--- src/hw/dpc_pkg.sv ---
// Constants, command codes and power states of the DRAM pin interface.
package dpc_pkg;
   localparam int DQ_W = 16;
   localparam int ROW_W = 13;
   localparam int COL_W = 10;
   localparam int BANK_W = 2;
   localparam int BANK_N = 4;
   localparam int AP_BIT = 10;
   localparam logic [2:0] BURST_LEN = 3'h4;
   localparam int WQ_DEPTH = 32;
   // Write entry: {bank, row, column, high drop, low drop, data}.
   localparam int WQ_LO_DROP = 16;
   localparam int WQ_HI_DROP = 17;
   localparam int WQ_W = BANK_W + ROW_W + COL_W + 2 + DQ_W;
   // Extended register 1 fields.
   localparam int DIFF_OFF_BIT = 10;
   localparam int TERM_BIT_A = 2;
   localparam int TERM_BIT_B = 6;
   localparam logic [1:0] MODE_EXT1 = 2'h1;
   localparam logic [ROW_W-1:0] MODE_RST = 13'h0000;
   // Command code {chip select, row, column, write}, all active low.
   localparam logic [3:0] CMD_LMR = 4'h0;
   localparam logic [3:0] CMD_REF = 4'h1;
   localparam logic [3:0] CMD_PRE = 4'h2;
   localparam logic [3:0] CMD_ACT = 4'h3;
   localparam logic [3:0] CMD_WR = 4'h4;
   localparam logic [3:0] CMD_RD = 4'h5;
   typedef enum logic [3:0] {
      PS_ON = 4'h1,
      PS_PPD = 4'h2,
      PS_APD = 4'h4,
      PS_SR = 4'h8
   } dpc_pwr_t;
endpackage : dpc_pkg

--- src/hw/dpc_top.sv ---
// Pin-side command decoder, bank state and data path of the DRAM device.
`timescale 1ns/1ns

// ----------------------------------------
// Write buffer
// ----------------------------------------
module dpc_fifo #(
   parameter int W = 8,
   parameter int D = 32
) (
   input wire logic clk,
   input wire logic rst,
   input wire logic in_valid,
   output logic in_ready,
   input wire logic [W-1:0] in_data,
   output logic out_valid,
   input wire logic out_ready,
   output logic [W-1:0] out_data
);
   localparam int AW = $clog2(D);
   logic [W-1:0] mem [D];
   logic [AW-1:0] wp_ff;
   logic [AW-1:0] rp_ff;
   logic [AW:0] cnt_ff;
   logic push;
   logic pop;
   assign in_ready = cnt_ff != (AW+1)'(D);
   assign out_valid = cnt_ff != '0;
   assign out_data = mem[rp_ff];
   assign push = in_valid && in_ready;
   assign pop = out_valid && out_ready;
   always_ff @(posedge clk) begin
      if (push) begin
         mem[wp_ff] <= in_data;
      end
   end
   always_ff @(posedge clk or posedge rst) begin
      if (rst) begin
         wp_ff <= '0;
         rp_ff <= '0;
         cnt_ff <= '0;
      end else begin
         if (push) begin
            wp_ff <= (wp_ff == AW'(D-1)) ? '0 : wp_ff + 1'b1;
         end
         if (pop) begin
            rp_ff <= (rp_ff == AW'(D-1)) ? '0 : rp_ff + 1'b1;
         end
         cnt_ff <= cnt_ff + (AW+1)'(push) - (AW+1)'(pop);
      end
   end
endmodule : dpc_fifo

// ----------------------------------------
// Device top
// ----------------------------------------
module dpc_top (
   input wire logic clk,
   input wire logic rst,
   input wire logic cke,
   input wire logic cs_n,
   input wire logic ras_n,
   input wire logic cas_n,
   input wire logic we_n,
   input wire logic bank_sel_0,
   input wire logic bank_sel_1,
   input wire logic [12:0] addr,
   input wire logic low_byte_mask,
   input wire logic high_byte_mask,
   input wire logic termination_ctl,
   input wire logic [15:0] dq_in,
   input wire logic low_byte_strobe_in,
   input wire logic low_byte_strobe_complement_in,
   input wire logic high_byte_strobe_in,
   input wire logic high_byte_strobe_complement_in,
   output logic [15:0] dq_out,
   output logic dq_oe,
   output logic low_byte_strobe_out,
   output logic low_byte_strobe_complement_out,
   output logic high_byte_strobe_out,
   output logic high_byte_strobe_complement_out,
   output logic strobe_oe,
   output logic strobe_complement_oe,
   output logic term_en,
   output logic [3:0] bank_open,
   output logic [3:0] pwr_state,
   output logic [12:0] base_mode_reg,
   output logic [12:0] ext_mode_reg_1,
   output logic [12:0] ext_mode_reg_2,
   output logic [12:0] ext_mode_reg_3,
   output logic rd_req,
   output logic [1:0] rd_bank,
   output logic [12:0] rd_row,
   output logic [9:0] rd_col,
   input wire logic [15:0] rd_data,
   output logic wq_valid,
   input wire logic wq_ready,
   output logic [42:0] wq_data,
   output logic wbuf_ready
);
   function automatic logic [3:0] bank_bit(input logic [1:0] b);
      bank_bit = 4'h1 << b;
   endfunction : bank_bit

   function automatic logic strobe_edge(input logic cur, input logic prev,
                                        input logic comp, input logic diff);
      strobe_edge = (cur != prev) && (!diff || (comp == !cur));
   endfunction : strobe_edge

   dpc_pkg::dpc_pwr_t pwr_st_ff;
   logic [3:0] open_ff;
   logic [12:0] row_ff [dpc_pkg::BANK_N];
   logic [12:0] mode_ff [dpc_pkg::BANK_N];
   logic ap_pend_ff;
   logic [1:0] ap_bank_ff;
   logic [2:0] left_ff;
   logic is_wr_ff;
   logic [1:0] bb_ff;
   logic [9:0] col_ff;
   logic ls_prev_ff;
   logic hs_prev_ff;
   logic rd_req_ff;
   logic [1:0] rd_bank_ff;
   logic [12:0] rd_row_ff;
   logic [9:0] rd_col_ff;
   logic [15:0] dq_out_ff;
   logic dq_oe_ff;
   logic ls_out_ff;
   logic hs_out_ff;
   logic comp_oe_ff;
   logic ls_comp_ff;
   logic hs_comp_ff;
   logic term_en_ff;
   logic wbuf_ready_ff;
   logic [3:0] cmd;
   logic [1:0] ba;
   logic cmd_ok;
   logic diff;
   logic term_allowed;
   logic rw_cmd;
   logic lo_edge;
   logic hi_edge;
   logic lo_drop;
   logic hi_drop;
   logic wr_beat;
   logic beat;
   logic ap_done;
   logic push;
   logic fifo_in_ready;
   logic [42:0] push_data;

   // ----------------------------------------
   // Command decode
   // ----------------------------------------
   assign cmd = {cs_n, ras_n, cas_n, we_n};
   assign ba = {bank_sel_1, bank_sel_0};
   // Receivers are off outside the on state, so nothing decodes there.
   assign cmd_ok = (pwr_st_ff == dpc_pkg::PS_ON) && cke
                   && !cs_n;
   assign rw_cmd = cmd_ok && (cmd == dpc_pkg::CMD_RD
                              || cmd == dpc_pkg::CMD_WR);
   assign diff = !mode_ff[dpc_pkg::MODE_EXT1][dpc_pkg::DIFF_OFF_BIT];
   assign term_allowed = mode_ff[dpc_pkg::MODE_EXT1][dpc_pkg::TERM_BIT_A]
                      || mode_ff[dpc_pkg::MODE_EXT1][dpc_pkg::TERM_BIT_B];

   // ----------------------------------------
   // Power state
   // ----------------------------------------
   always_ff @(posedge clk or posedge rst) begin
      if (rst) begin
         pwr_st_ff <= dpc_pkg::PS_ON;
      end else begin
         unique case (pwr_st_ff)
            dpc_pkg::PS_ON: begin
               if (!cke) begin
                  if (!cs_n && cmd == dpc_pkg::CMD_REF) begin
                     pwr_st_ff <= dpc_pkg::PS_SR;
                  end else if (|open_ff) begin
                     pwr_st_ff <= dpc_pkg::PS_APD;
                  end else begin
                     pwr_st_ff <= dpc_pkg::PS_PPD;
                  end
               end
            end
            dpc_pkg::PS_PPD, dpc_pkg::PS_APD: begin
               if (cke) begin
                  pwr_st_ff <= dpc_pkg::PS_ON;
               end
            end
            dpc_pkg::PS_SR: begin
               // Only clock enable is heard here; no command is needed.
               if (cke) begin
                  pwr_st_ff <= dpc_pkg::PS_ON;
               end
            end
         endcase
      end
   end

   // ----------------------------------------
   // Banks, rows and mode registers
   // ----------------------------------------
   assign ap_done = ap_pend_ff && left_ff == 3'h1 && beat;

   always_ff @(posedge clk or posedge rst) begin
      if (rst) begin
         open_ff <= 4'h0;
         ap_pend_ff <= 1'b0;
         ap_bank_ff <= 2'h0;
         for (int i = 0; i < dpc_pkg::BANK_N; i++) begin
            row_ff[i] <= dpc_pkg::MODE_RST;
         end
      end else begin
         if (ap_done) begin
            open_ff[ap_bank_ff] <= 1'b0;
            ap_pend_ff <= 1'b0;
         end
         if (cmd_ok && cmd == dpc_pkg::CMD_ACT) begin
            open_ff[ba] <= 1'b1;
            row_ff[ba] <= addr;
         end
         if (cmd_ok && cmd == dpc_pkg::CMD_PRE) begin
            if (addr[dpc_pkg::AP_BIT]) begin
               open_ff <= 4'h0;
            end else begin
               open_ff[ba] <= 1'b0;
            end
         end
         if (rw_cmd) begin
            ap_pend_ff <= addr[dpc_pkg::AP_BIT];
            ap_bank_ff <= ba;
         end
      end
   end

   always_ff @(posedge clk or posedge rst) begin
      if (rst) begin
         for (int i = 0; i < dpc_pkg::BANK_N; i++) begin
            mode_ff[i] <= dpc_pkg::MODE_RST;
         end
      end else if (cmd_ok && cmd == dpc_pkg::CMD_LMR) begin
         mode_ff[ba] <= addr;
      end
   end

   // ----------------------------------------
   // Burst sequencing
   // ----------------------------------------
   assign beat = is_wr_ff ? wr_beat : 1'b1;

   always_ff @(posedge clk or posedge rst) begin
      if (rst) begin
         left_ff <= 3'h0;
         is_wr_ff <= 1'b0;
         bb_ff <= 2'h0;
         col_ff <= 10'h000;
      end else if (rw_cmd) begin
         // A new burst cuts short the one in flight.
         left_ff <= dpc_pkg::BURST_LEN;
         is_wr_ff <= cmd == dpc_pkg::CMD_WR;
         bb_ff <= ba;
         col_ff <= addr[9:0];
      end else if (left_ff != 3'h0 && beat) begin
         left_ff <= left_ff - 3'h1;
         col_ff <= col_ff + 10'h001;
      end
   end

   // ----------------------------------------
   // Read path
   // ----------------------------------------
   always_ff @(posedge clk or posedge rst) begin
      if (rst) begin
         rd_req_ff <= 1'b0;
         rd_bank_ff <= 2'h0;
         rd_row_ff <= 13'h0000;
         rd_col_ff <= 10'h000;
      end else begin
         rd_req_ff <= left_ff != 3'h0 && !is_wr_ff;
         rd_bank_ff <= bb_ff;
         rd_row_ff <= row_ff[bb_ff];
         rd_col_ff <= col_ff;
      end
   end

   always_ff @(posedge clk or posedge rst) begin
      if (rst) begin
         dq_out_ff <= 16'h0000;
         dq_oe_ff <= 1'b0;
         ls_out_ff <= 1'b0;
         hs_out_ff <= 1'b0;
         ls_comp_ff <= 1'b1;
         hs_comp_ff <= 1'b1;
         comp_oe_ff <= 1'b0;
      end else if (rd_req_ff && pwr_st_ff == dpc_pkg::PS_ON) begin
         // Data and both lane strobes change on the same edge.
         dq_out_ff <= rd_data;
         dq_oe_ff <= 1'b1;
         ls_out_ff <= !ls_out_ff;
         hs_out_ff <= !hs_out_ff;
         // Complements get flops of their own so every pin leaves a register.
         ls_comp_ff <= ls_out_ff;
         hs_comp_ff <= hs_out_ff;
         comp_oe_ff <= diff;
      end else begin
         // No read request, or a power state other than on, disables the outputs.
         dq_oe_ff <= 1'b0;
         ls_out_ff <= 1'b0;
         hs_out_ff <= 1'b0;
         ls_comp_ff <= 1'b1;
         hs_comp_ff <= 1'b1;
         comp_oe_ff <= 1'b0;
      end
   end

   // ----------------------------------------
   // Write path
   // ----------------------------------------
   assign lo_edge = strobe_edge(low_byte_strobe_in, ls_prev_ff,
                                low_byte_strobe_complement_in, diff);
   assign hi_edge = strobe_edge(high_byte_strobe_in, hs_prev_ff,
                                high_byte_strobe_complement_in, diff);
   assign lo_drop = low_byte_mask || !lo_edge;
   assign hi_drop = high_byte_mask || !hi_edge;
   assign wr_beat = left_ff != 3'h0 && is_wr_ff && (lo_edge || hi_edge)
                    && pwr_st_ff == dpc_pkg::PS_ON && cke;
   // A beat with both lanes masked never reaches the buffer.
   assign push = wr_beat && !(lo_drop && hi_drop);
   assign push_data = {bb_ff, row_ff[bb_ff], col_ff, hi_drop, lo_drop, dq_in};

   always_ff @(posedge clk or posedge rst) begin
      if (rst) begin
         ls_prev_ff <= 1'b0;
         hs_prev_ff <= 1'b0;
         wbuf_ready_ff <= 1'b0;
      end else begin
         ls_prev_ff <= low_byte_strobe_in;
         hs_prev_ff <= high_byte_strobe_in;
         wbuf_ready_ff <= fifo_in_ready;
      end
   end

   // The controller cannot be stalled, so a beat met by a full buffer
   // is lost; wbuf_ready warns the user side to drain faster.
   dpc_fifo #(
      .W(dpc_pkg::WQ_W),
      .D(dpc_pkg::WQ_DEPTH)
   ) u_wbuf (
      .clk(clk),
      .rst(rst),
      .in_valid(push),
      .in_ready(fifo_in_ready),
      .in_data(push_data),
      .out_valid(wq_valid),
      .out_ready(wq_ready),
      .out_data(wq_data)
   );

   // ----------------------------------------
   // Termination
   // ----------------------------------------
   always_ff @(posedge clk or posedge rst) begin
      if (rst) begin
         term_en_ff <= 1'b0;
      end else begin
         term_en_ff <= termination_ctl && term_allowed
                       && pwr_st_ff != dpc_pkg::PS_SR;
      end
   end

   assign dq_out = dq_out_ff;
   assign dq_oe = dq_oe_ff;
   assign low_byte_strobe_out = ls_out_ff;
   assign high_byte_strobe_out = hs_out_ff;
   assign low_byte_strobe_complement_out = ls_comp_ff;
   assign high_byte_strobe_complement_out = hs_comp_ff;
   assign strobe_oe = dq_oe_ff;
   assign strobe_complement_oe = comp_oe_ff;
   assign term_en = term_en_ff;
   assign bank_open = open_ff;
   assign pwr_state = pwr_st_ff;
   assign base_mode_reg = mode_ff[0];
   assign ext_mode_reg_1 = mode_ff[1];
   assign ext_mode_reg_2 = mode_ff[2];
   assign ext_mode_reg_3 = mode_ff[3];
   assign rd_req = rd_req_ff;
   assign rd_bank = rd_bank_ff;
   assign rd_row = rd_row_ff;
   assign rd_col = rd_col_ff;
   assign wbuf_ready = wbuf_ready_ff;
endmodule : dpc_top
--- config.mk ---
export PLATFORM = sky130hd
export DESIGN_NAME = dpc_top
export DESIGN_NICKNAME = d
export VERILOG_FILES = /design/src/hw/dpc_pkg.sv /design/src/hw/dpc_top.sv
export SDC_FILE = /design/constraint.sdc
export NUM_CORES = 1
export LEC_CHECK = 0
export BUFFER_PORTS_ARGS = -buffer_cell sky130_fd_sc_hd__buf_2
export CAP_MARGIN = 15
export CORE_MARGIN = 2
export CORE_UTILIZATION = 61
export CTS_CLUSTER_SIZE = 20
export DETAILED_ROUTE_END_ITERATION = 12
export GPL_ROUTABILITY_DRIVEN = 0
export PLACE_DENSITY = 0.79
export SLEW_MARGIN = 25
export SYNTH_ARGS = -nofsm -noshare
export SYNTH_HDL_FRONTEND = slang
export SYNTH_SLANG_ARGS = --single-unit
--- constraint.sdc ---
create_clock -name clk -period 8.1 [get_ports clk]
set_input_delay 1.215 -clock clk [delete_from_list [all_inputs] [get_ports clk]]
set_output_delay 1.215 -clock clk [all_outputs]
set_load 0.02 [all_outputs]
==> results of run 1 <==
## per-layer routing
layer / vias to the layer above / global-route usage / share of wire
li1: 11721 / - / -
met1: 16134 / 0.414 / 0.35
met2: 2299 / 0.514 / 0.50
met3: 376 / 0.0748 / 0.10
met4: 12 / 0.127 / 0.042
met5: - / 0 / 0.00044
## power by group through the flow
stage                     registers [uW]  clock network (uW)  logic [uW]
after detailed placement            9940                   0        5290
after CTS                           9780                7300        5390
after floorplan                     9900                   0        3520
after global placement              9910                   0        5180
after global routing                9820                7590        5630
final                               9790                7250        5380
## area by class of cell
type | instances | share of cell area
well taps | 1287 | 0.0236
inverters | 28 | 0.00165
flip-flops and latches | 1573 | 0.677
clock buffers | 190 | 0.0604
repair buffers | 274 | 0.0232
diodes | 4 | 0.000146
clock inverters | 88 | 0.0137
multi-input cells | 947 | 0.200
## cell usage in the layout (no fill, tap or decap), types with 7 or more instances in the layout
cell and instances:
sky130_fd_sc_hd__edfxtp_1 1376, sky130_fd_sc_hd__mux4_2 443, sky130_fd_sc_hd__buf_2 216, sky130_fd_sc_hd__dfrtp_1 187
sky130_fd_sc_hd__clkbuf_16 156, sky130_fd_sc_hd__nand2_1 150, sky130_fd_sc_hd__mux2_2 126, sky130_fd_sc_hd__buf_4 51
sky130_fd_sc_hd__nor2_4 28, sky130_fd_sc_hd__inv_1 27, sky130_fd_sc_hd__clkinv_2 27, sky130_fd_sc_hd__nand3_1 25
sky130_fd_sc_hd__nor2_1 25, sky130_fd_sc_hd__clkbuf_1 24, sky130_fd_sc_hd__clkinv_1 23, sky130_fd_sc_hd__ha_1 20
sky130_fd_sc_hd__o21ai_0 18, sky130_fd_sc_hd__bufinv_16 17, sky130_fd_sc_hd__clkbuf_8 10, sky130_fd_sc_hd__o211ai_1 9
sky130_fd_sc_hd__xor2_1 8, sky130_fd_sc_hd__inv_6 8, sky130_fd_sc_hd__xnor2_1 7
## cell families after synthesis
kind of cell / count (synthesis) / synth area share
flops: 1573 / 0.764
simple gates: 273 / 0.0197
compound gates: 68 / 0.00767
mux: 570 / 0.188
buf+inv: 169 / 0.0137
fa+ha+maj: 21 / 0.00446
xor+xnor: 15 / 0.00217
## path summary, 6_finish.rpt
kind | start | cells past startpoint | end
min reg2reg | low_byte_strobe_out$_DFF_PP0_ | 1 | low_byte_strobe_out$_DFF_PP0_
max | u_wbuf.rp_ff[0]$_DFFE_PP0P_ | 5 | wq_data[7]
max reg2reg | hs_prev_ff$_DFF_PP0_ | 8 | u_wbuf.mem[8][18]$_DFFE_PP_
max in group asynchronous | rst | 3 | rd_col[4]$_DFF_PP0_
min in group asynchronous | rst | 2 | rd_row[5]$_DFF_PP0_
min | low_byte_strobe_out$_DFF_PP0_ | 1 | low_byte_strobe_out$_DFF_PP0_
## worst reg2reg max path, stage by stage, from the launching register on
cell and delay, ps:
sky130_fd_sc_hd__dfrtp_1 400, sky130_fd_sc_hd__xnor2_1 220, sky130_fd_sc_hd__o211ai_1 110, sky130_fd_sc_hd__buf_4 260, sky130_fd_sc_hd__a2111oi_2 400, sky130_fd_sc_hd__buf_4 280
sky130_fd_sc_hd__nand2_1 510, sky130_fd_sc_hd__nor2_4 970, sky130_fd_sc_hd__buf_4 640
## metrics by stage
step | hold WS [ps] | area (sq um) | std cells | total power [uW]
2_1_floorplan | 433 | 60500 | 2689 | 13400
3_3_place_gp | 425 | 63300 | 4109 | 15100
3_5_place_dp | 427 | 63300 | 4109 | 15200
4_1_cts | 447 | 68300 | 4387 | 22500
5_1_grt | 473 | 68400 | 4388 | 23000
6_report | 445 | 68400 | 4391 | 22400
==> reports/metrics.sh, run 1 <==
AVGROUTEDWIREPERCELL_MICRONS=35.6
AREA_DELTA_SYNTH_FINAL_PCT=12.9
WORSTHOLDPATHTYPE='register to register'
INITIAL_CORE_UTIL=0.615
SYNTH_FLOP_CELL='sky130_fd_sc_hd__edfxtp_1'
CP.BUFFERS_INVERTERS=2
DETAILROUTE.VIA_COUNT=30542
DRIVE_ABOVE_1_SHARE=0.365
FINISH.NET_COUNT=3059
CRIT_PATH_MAX_INCR_DELAY_PS=960
GRT_SETUP_UNREPAIRED='no'
SYNTH_AREA_PER_CELL_SQ_UM=22.5
SYN-CELL-AREA_SQ_UM=60500
NUMBER_OF_ENABLE_FLIP_FLOP_CELLS_AFTER_SYNTHESIS=1376
SYNTH_TOP_CELLS_BY_AREA='sky130_fd_sc_hd__edfxtp_1 68%, sky130_fd_sc_hd__mux4_2 16%, sky130_fd_sc_hd__dfrtp_1 8.0%, sky130_fd_sc_hd__mux2_2 2.3%, sky130_fd_sc_hd__nand2_1 0.93%'
ENDPOINT_KIND_OF_THE_WORST_SETUP_TIMING_PATH='output pin'
DRC=0
MAX_SLEW_MARGIN=0.268
GRT_ANTENNA_BEFORE_REPAIR=11
MAX_SLEW.WORST_PIN.SLEW_PS=1100
WORST_SKEW_PAIR.LATE_LATENCY_PS=770
PATH_CLK_SLEW_PS=60
DIE_Y_MICRONS=319
REG2REG_SLACK_PS=3920
TOP_REGISTER_BY_NUMBER_OF_FLIP_FLOPS='u_wbuf.mem'
IOS=217
RESULT_OF_THE_RUN='finished, final reports clean'
DRTPASS1ITERATIONS=5
LAYOUT.FILLER_CELLS=5606
TIMING.CRITICAL_PATH.CELLS='buf_12 > mux4_2 > mux4_2 > mux2_2 > buf_2'
SYNTH.DISTINCT_CELLS=52
COMBINED_AREA_OF_THE_MULTI_INPUT_LOGIC_CELLS_SQ_UM=13700
CLOCK_TREE.HTREE_LEVEL_COUNT=4
P_INT_uW=15900
UTILIZATION=0.695
SYNTHDOMINANTAREACELLTYPE='sky130_fd_sc_hd__edfxtp_1'
MIN_PERIOD_OVER_PERIOD=0.669
WORST-ENDPOINT-REQUIRED_PS=6880
DIE_W_MICRONS=319
FINALHOLDVIOLATIONS=0
SWITCHING_POWER_uW=6540
GRT_UTIL_ALL_LAYERS=0.314
PLACEMENT.IO_BUFFERS=216
GRT_OVERFLOW_TOTAL=0
SYNTH-SEQ-CELLS=1573
CTS.PATH.MAX_BUFFERS=3
SEQ_CELL_AREA_SQ_UM=46300
AVGVIACOUNTPERCELL=6.96
CPMOSTUSEDCELL='sky130_fd_sc_hd__mux4_2'
FINCLKSKEW_PS=32.0
P_SW_FRAC=0.292
CTSRESIZECOUNT=0
GRT_FIRST_PASS_WIRELENGTH_MICRONS=226000
GRT_MAX_DEGREE=154
SYNTH_FP_NETS=2772
DRT_WL_TOTAL_MICRONS=156000
SYNTH-WARNING-COUNT=0
CTS_SINKS=1573
SLEW_VIOLATIONS=0
MOST_USED_STANDARD_CELL_BY_INSTANCE_COUNT_AFTER_SYNTHESIS='sky130_fd_sc_hd__edfxtp_1'
CLK_ROOT_BUFFER_CELL='sky130_fd_sc_hd__clkbuf_16'
POWER_LEAKAGE_uW=0.0236
SLOWEST_STAGE='sky130_fd_sc_hd__dfrtp_4'
SEQUENTIAL_FRACTION_OF_THE_SYNTHESIS_AREA=0.764
CLOCK_TREE_FROM_TRITONCTS='done'
CTS_HOLD_REPAIR.BUFFERS=0
COMB_POWER_SHARE=0.240
DETAILEDPLACE.WORSTSLACK_PS=3110
DIE_AREA_SQ_UM=102000
POWER_DENSITY_nW_PER_UM2=328
CLOCKPOWERSHARE=0.323
MAXCAPVIOLATIONS=0
POST-CTS-SETUP-BUFFER-COUNT=0
ASYNC_RESET_FF_FRAC=0.125
DRT_FIRST_ITER_VIOLATIONS=4654
ACHIEVABLE-FREQUENCY_GHz=0.185
CORE-AREA_SQ_UM=98400
WORST_SLACK_PS=2680
FINAL_ANTENNA_NET_COUNT=0
SYNTH_LARGEST_TYPE_AREA_FRACTION=0.682
START_KIND='register'
FINAL-SETUP-VIOL-COUNT=0
NUM_ROWS=115
CP.ARRIVAL_PS=4200
MAX-VDD-IR-DROP_mV=0.263
SEQUENTIALPOWERSHARE=0.437
MIN_PERIOD_PS=5420
NUMCTSBUFFERS=152
WORST_SETUP_PATH_CLASS='register to output pin'
SYNTH_TOP_CELLS_BY_COUNT='1376 x sky130_fd_sc_hd__edfxtp_1, 443 x sky130_fd_sc_hd__mux4_2, 194 x sky130_fd_sc_hd__dfrtp_1'
HPWL_MICRONS=78000
POST_SYNTH_INST_COUNT=2689
FIN_SETUP_TNS_PS=0
VIA_COUNT_OF_THE_FIRST_GLOBAL_ROUTING_PASS=32045
CRIT_PATH_MAX_FANOUT=109
NUMBER_OF_FLIP_FLOPS_UNDER_THE_LARGEST_REGISTER_NAME=1376
CRITPATHTOPFAMILY='multiplexers'
No activity file was read; power rests on OpenSTA's default activity.
==> run 2: changes to the inputs <==
CORE_UTILIZATION = 56   (was 61)
PLACE_DENSITY = 0.76   (was 0.79)
clock period = 4.9 ns   (was 8.1 ns; I/O delays follow)
==> run 2 against run 1 <==
  * Sequential power is 66% higher
  * Core utilization is 4.8 points lower
  * Power is 62% higher
==> reports/metrics.sh, run 2 (same netlist as run 1, synthesis figures left out) <==
UTILIZATION=0.647
CPMOSTUSEDCELL='sky130_fd_sc_hd__mux4_2'
FINAL_CELL_MIX='1376 x sky130_fd_sc_hd__edfxtp_1, 443 x sky130_fd_sc_hd__mux4_2, 216 x sky130_fd_sc_hd__buf_2'
CLK_ROOT_BUFFER_CELL='sky130_fd_sc_hd__clkbuf_16'
CTS_SINKS=1573
PATH_CLK_SLEW_PS=60
ANTENNA_CELLS_INSERTED=0
DIE_AREA_SQ_UM=111000
SWITCHING_POWER_uW=10300
GRT_OVERFLOW_TOTAL=0
SLEW_VIOLATIONS=0
MAX_SLEW_MARGIN=0.399
DRT_FIRST_ITER_VIOLATIONS=4005
FINCLKSKEW_PS=28.3
POWER_LEAKAGE_uW=0.0239
P_SW_FRAC=0.284
PLACEMENT.IO_BUFFERS=216
DRIVE_ABOVE_1_SHARE=0.373
MIN_PERIOD_OVER_PERIOD=0.943
CORE-AREA_SQ_UM=107000
CLOCKPOWERSHARE=0.318
MAX_SLEW.WORST_PIN.SLEW_PS=900
WORSTHOLDPATHTYPE='input port to async pin'
MOST_COMMON_LIBRARY_CELL_IN_THE_LAYOUT_IGNORING_FILL_AND_TAPS='sky130_fd_sc_hd__edfxtp_1'
CTS_HOLD_REPAIR.BUFFERS=0
WORST_SKEW_PAIR.LATE_LATENCY_PS=770
FINALHOLDVIOLATIONS=0
DRT_WL_TOTAL_MICRONS=150000
INITIAL_CORE_UTIL=0.565
DIE_W_MICRONS=333
GRT_ANTENNA_BEFORE_REPAIR=4
MAXCAPVIOLATIONS=0
WORST_SETUP_PATH_CLASS='register to output pin'
SEQUENTIALPOWERSHARE=0.451
GRT_SETUP_UNREPAIRED='no'
CTS.PATH.MAX_BUFFERS=3
TOP_REGISTER_BY_NUMBER_OF_FLIP_FLOPS='u_wbuf.mem'
DETAILROUTE.VIA_COUNT=30275
FIN_SETUP_TNS_PS=0
CP.BUFFERS_INVERTERS=3
AVGROUTEDWIREPERCELL_MICRONS=32.9
DRTPASS1ITERATIONS=5
COMB_POWER_SHARE=0.231
MIN_PERIOD_PS=4620
MAX-VDD-IR-DROP_mV=0.350
AREA_DELTA_SYNTH_FINAL_PCT=14.5
GRT_UTIL_ALL_LAYERS=0.276
CLOCK_TREE_FROM_TRITONCTS='done'
POST-CTS-SETUP-BUFFER-COUNT=0
START_KIND='register'
FINAL_ANTENNA_NET_COUNT=0
NUMBER_OF_FLIP_FLOPS_UNDER_THE_LARGEST_REGISTER_NAME=1376
P_INT_uW=25900
DRC=0
CTSRESIZECOUNT=0
VIA_COUNT_OF_THE_FIRST_GLOBAL_ROUTING_PASS=31324
FINAL-SETUP-VIOL-COUNT=0
NUMCTSBUFFERS=154
IOS=217
CRITPATHTOPFAMILY='multiplexers'
DIE_Y_MICRONS=333
TIMING.CRITICAL_PATH.CELLS='buf_12 > buf_4 > mux4_2 > mux4_2 > mux2_2 > buf_2'
NUM_ROWS=120
GRT_MAX_DEGREE=198
ACHIEVABLE-FREQUENCY_GHz=0.216
RESULT_OF_THE_RUN='finished, final reports clean'
CRIT_PATH_MAX_INCR_DELAY_PS=800
ENDPOINT_KIND_OF_THE_WORST_SETUP_TIMING_PATH='output pin'
CLOCK_TREE.HTREE_LEVEL_COUNT=4
GRT_FIRST_PASS_WIRELENGTH_MICRONS=218000
CP.ARRIVAL_PS=3890
FINISH.NET_COUNT=3112
AVGVIACOUNTPERCELL=6.64
WORST-ENDPOINT-REQUIRED_PS=4160
CRIT_PATH_MAX_FANOUT=34
HPWL_MICRONS=76700
POWER_DENSITY_nW_PER_UM2=522
SLOWEST_STAGE='sky130_fd_sc_hd__dfrtp_4'
## run 2: stage by stage
step | cell area (sq um) | power [uW] | setup slack, ps | cells | hold WS [ps]
after global routing | 69300 | 37400 | 175 | 4559 | 103
after global placement | 64400 | 24600 | 1160 | 4275 | 425
after CTS | 69300 | 36400 | 216 | 4558 | 104
after floorplan | 60600 | 22200 | 118 | 2689 | 433
final | 69300 | 36200 | 280 | 4559 | 80.7
after detailed placement | 64400 | 25000 | 1040 | 4275 | 444
## run 2: worst min-delay path, delay by kind of cell
| kind | cells | cell delay, ps |
|---|---|---|
| buf+inv | 3 | 500 |
## run 2: final cells by class
type | instances | area, sq um
Inverter | 28 | 109
Sequential cell | 1573 | 46300
Timing Repair Buffer | 325 | 2540
Fill cell | 6681 | 37900
Tap cell | 1403 | 1760
Clock buffer | 203 | 4190
Multi-Input combinational cell | 947 | 13700
Clock inverter | 80 | 714
## run 2: layer usage
layer / track usage / up-vias / part of all wire
li1: - / 11865 / -
met1: 0.374 / 16106 / 0.37
met2: 0.457 / 1983 / 0.50
met3: 0.0514 / 319 / 0.097
met4: 0.0933 / 2 / 0.033
met5: 0 / - / 0.000087
## run 2: power groups by stage
stage | clock (uW) | sequential [uW] | combinational, uW
final | 11500 | 16300 | 8350
after global routing | 12100 | 16400 | 8820
after CTS | 11700 | 16400 | 8430
after detailed placement | 0 | 16600 | 8330
after global placement | 0 | 16600 | 8090
after floorplan | 0 | 16400 | 5830
## run 2: path summary, 6_finish.rpt
| check | startpoint | endpoint | slack, ps | depth (start not counted) |
|---|---|---|---|---|
| worst max-delay path | u_wbuf.rp_ff[0]$_DFFE_PP0P_ | wq_data[17] | 280 | 6 |
| worst min-delay path | rst | rd_row[11]$_DFF_PP0_ | 80 | 3 |
| worst max register to register | hs_prev_ff$_DFF_PP0_ | u_wbuf.mem[30][22]$_DFFE_PP_ | 1460 | 9 |
| worst min register to register | low_byte_strobe_out$_DFF_PP0_ | low_byte_strobe_out$_DFF_PP0_ | 450 | 1 |
| max in group asynchronous | rst | col_ff[9]$_DFFE_PP0P_ | 3850 | 4 |
| min in group clk | high_byte_strobe_in | hs_prev_ff$_DFF_PP0_ | 140 | 1 |
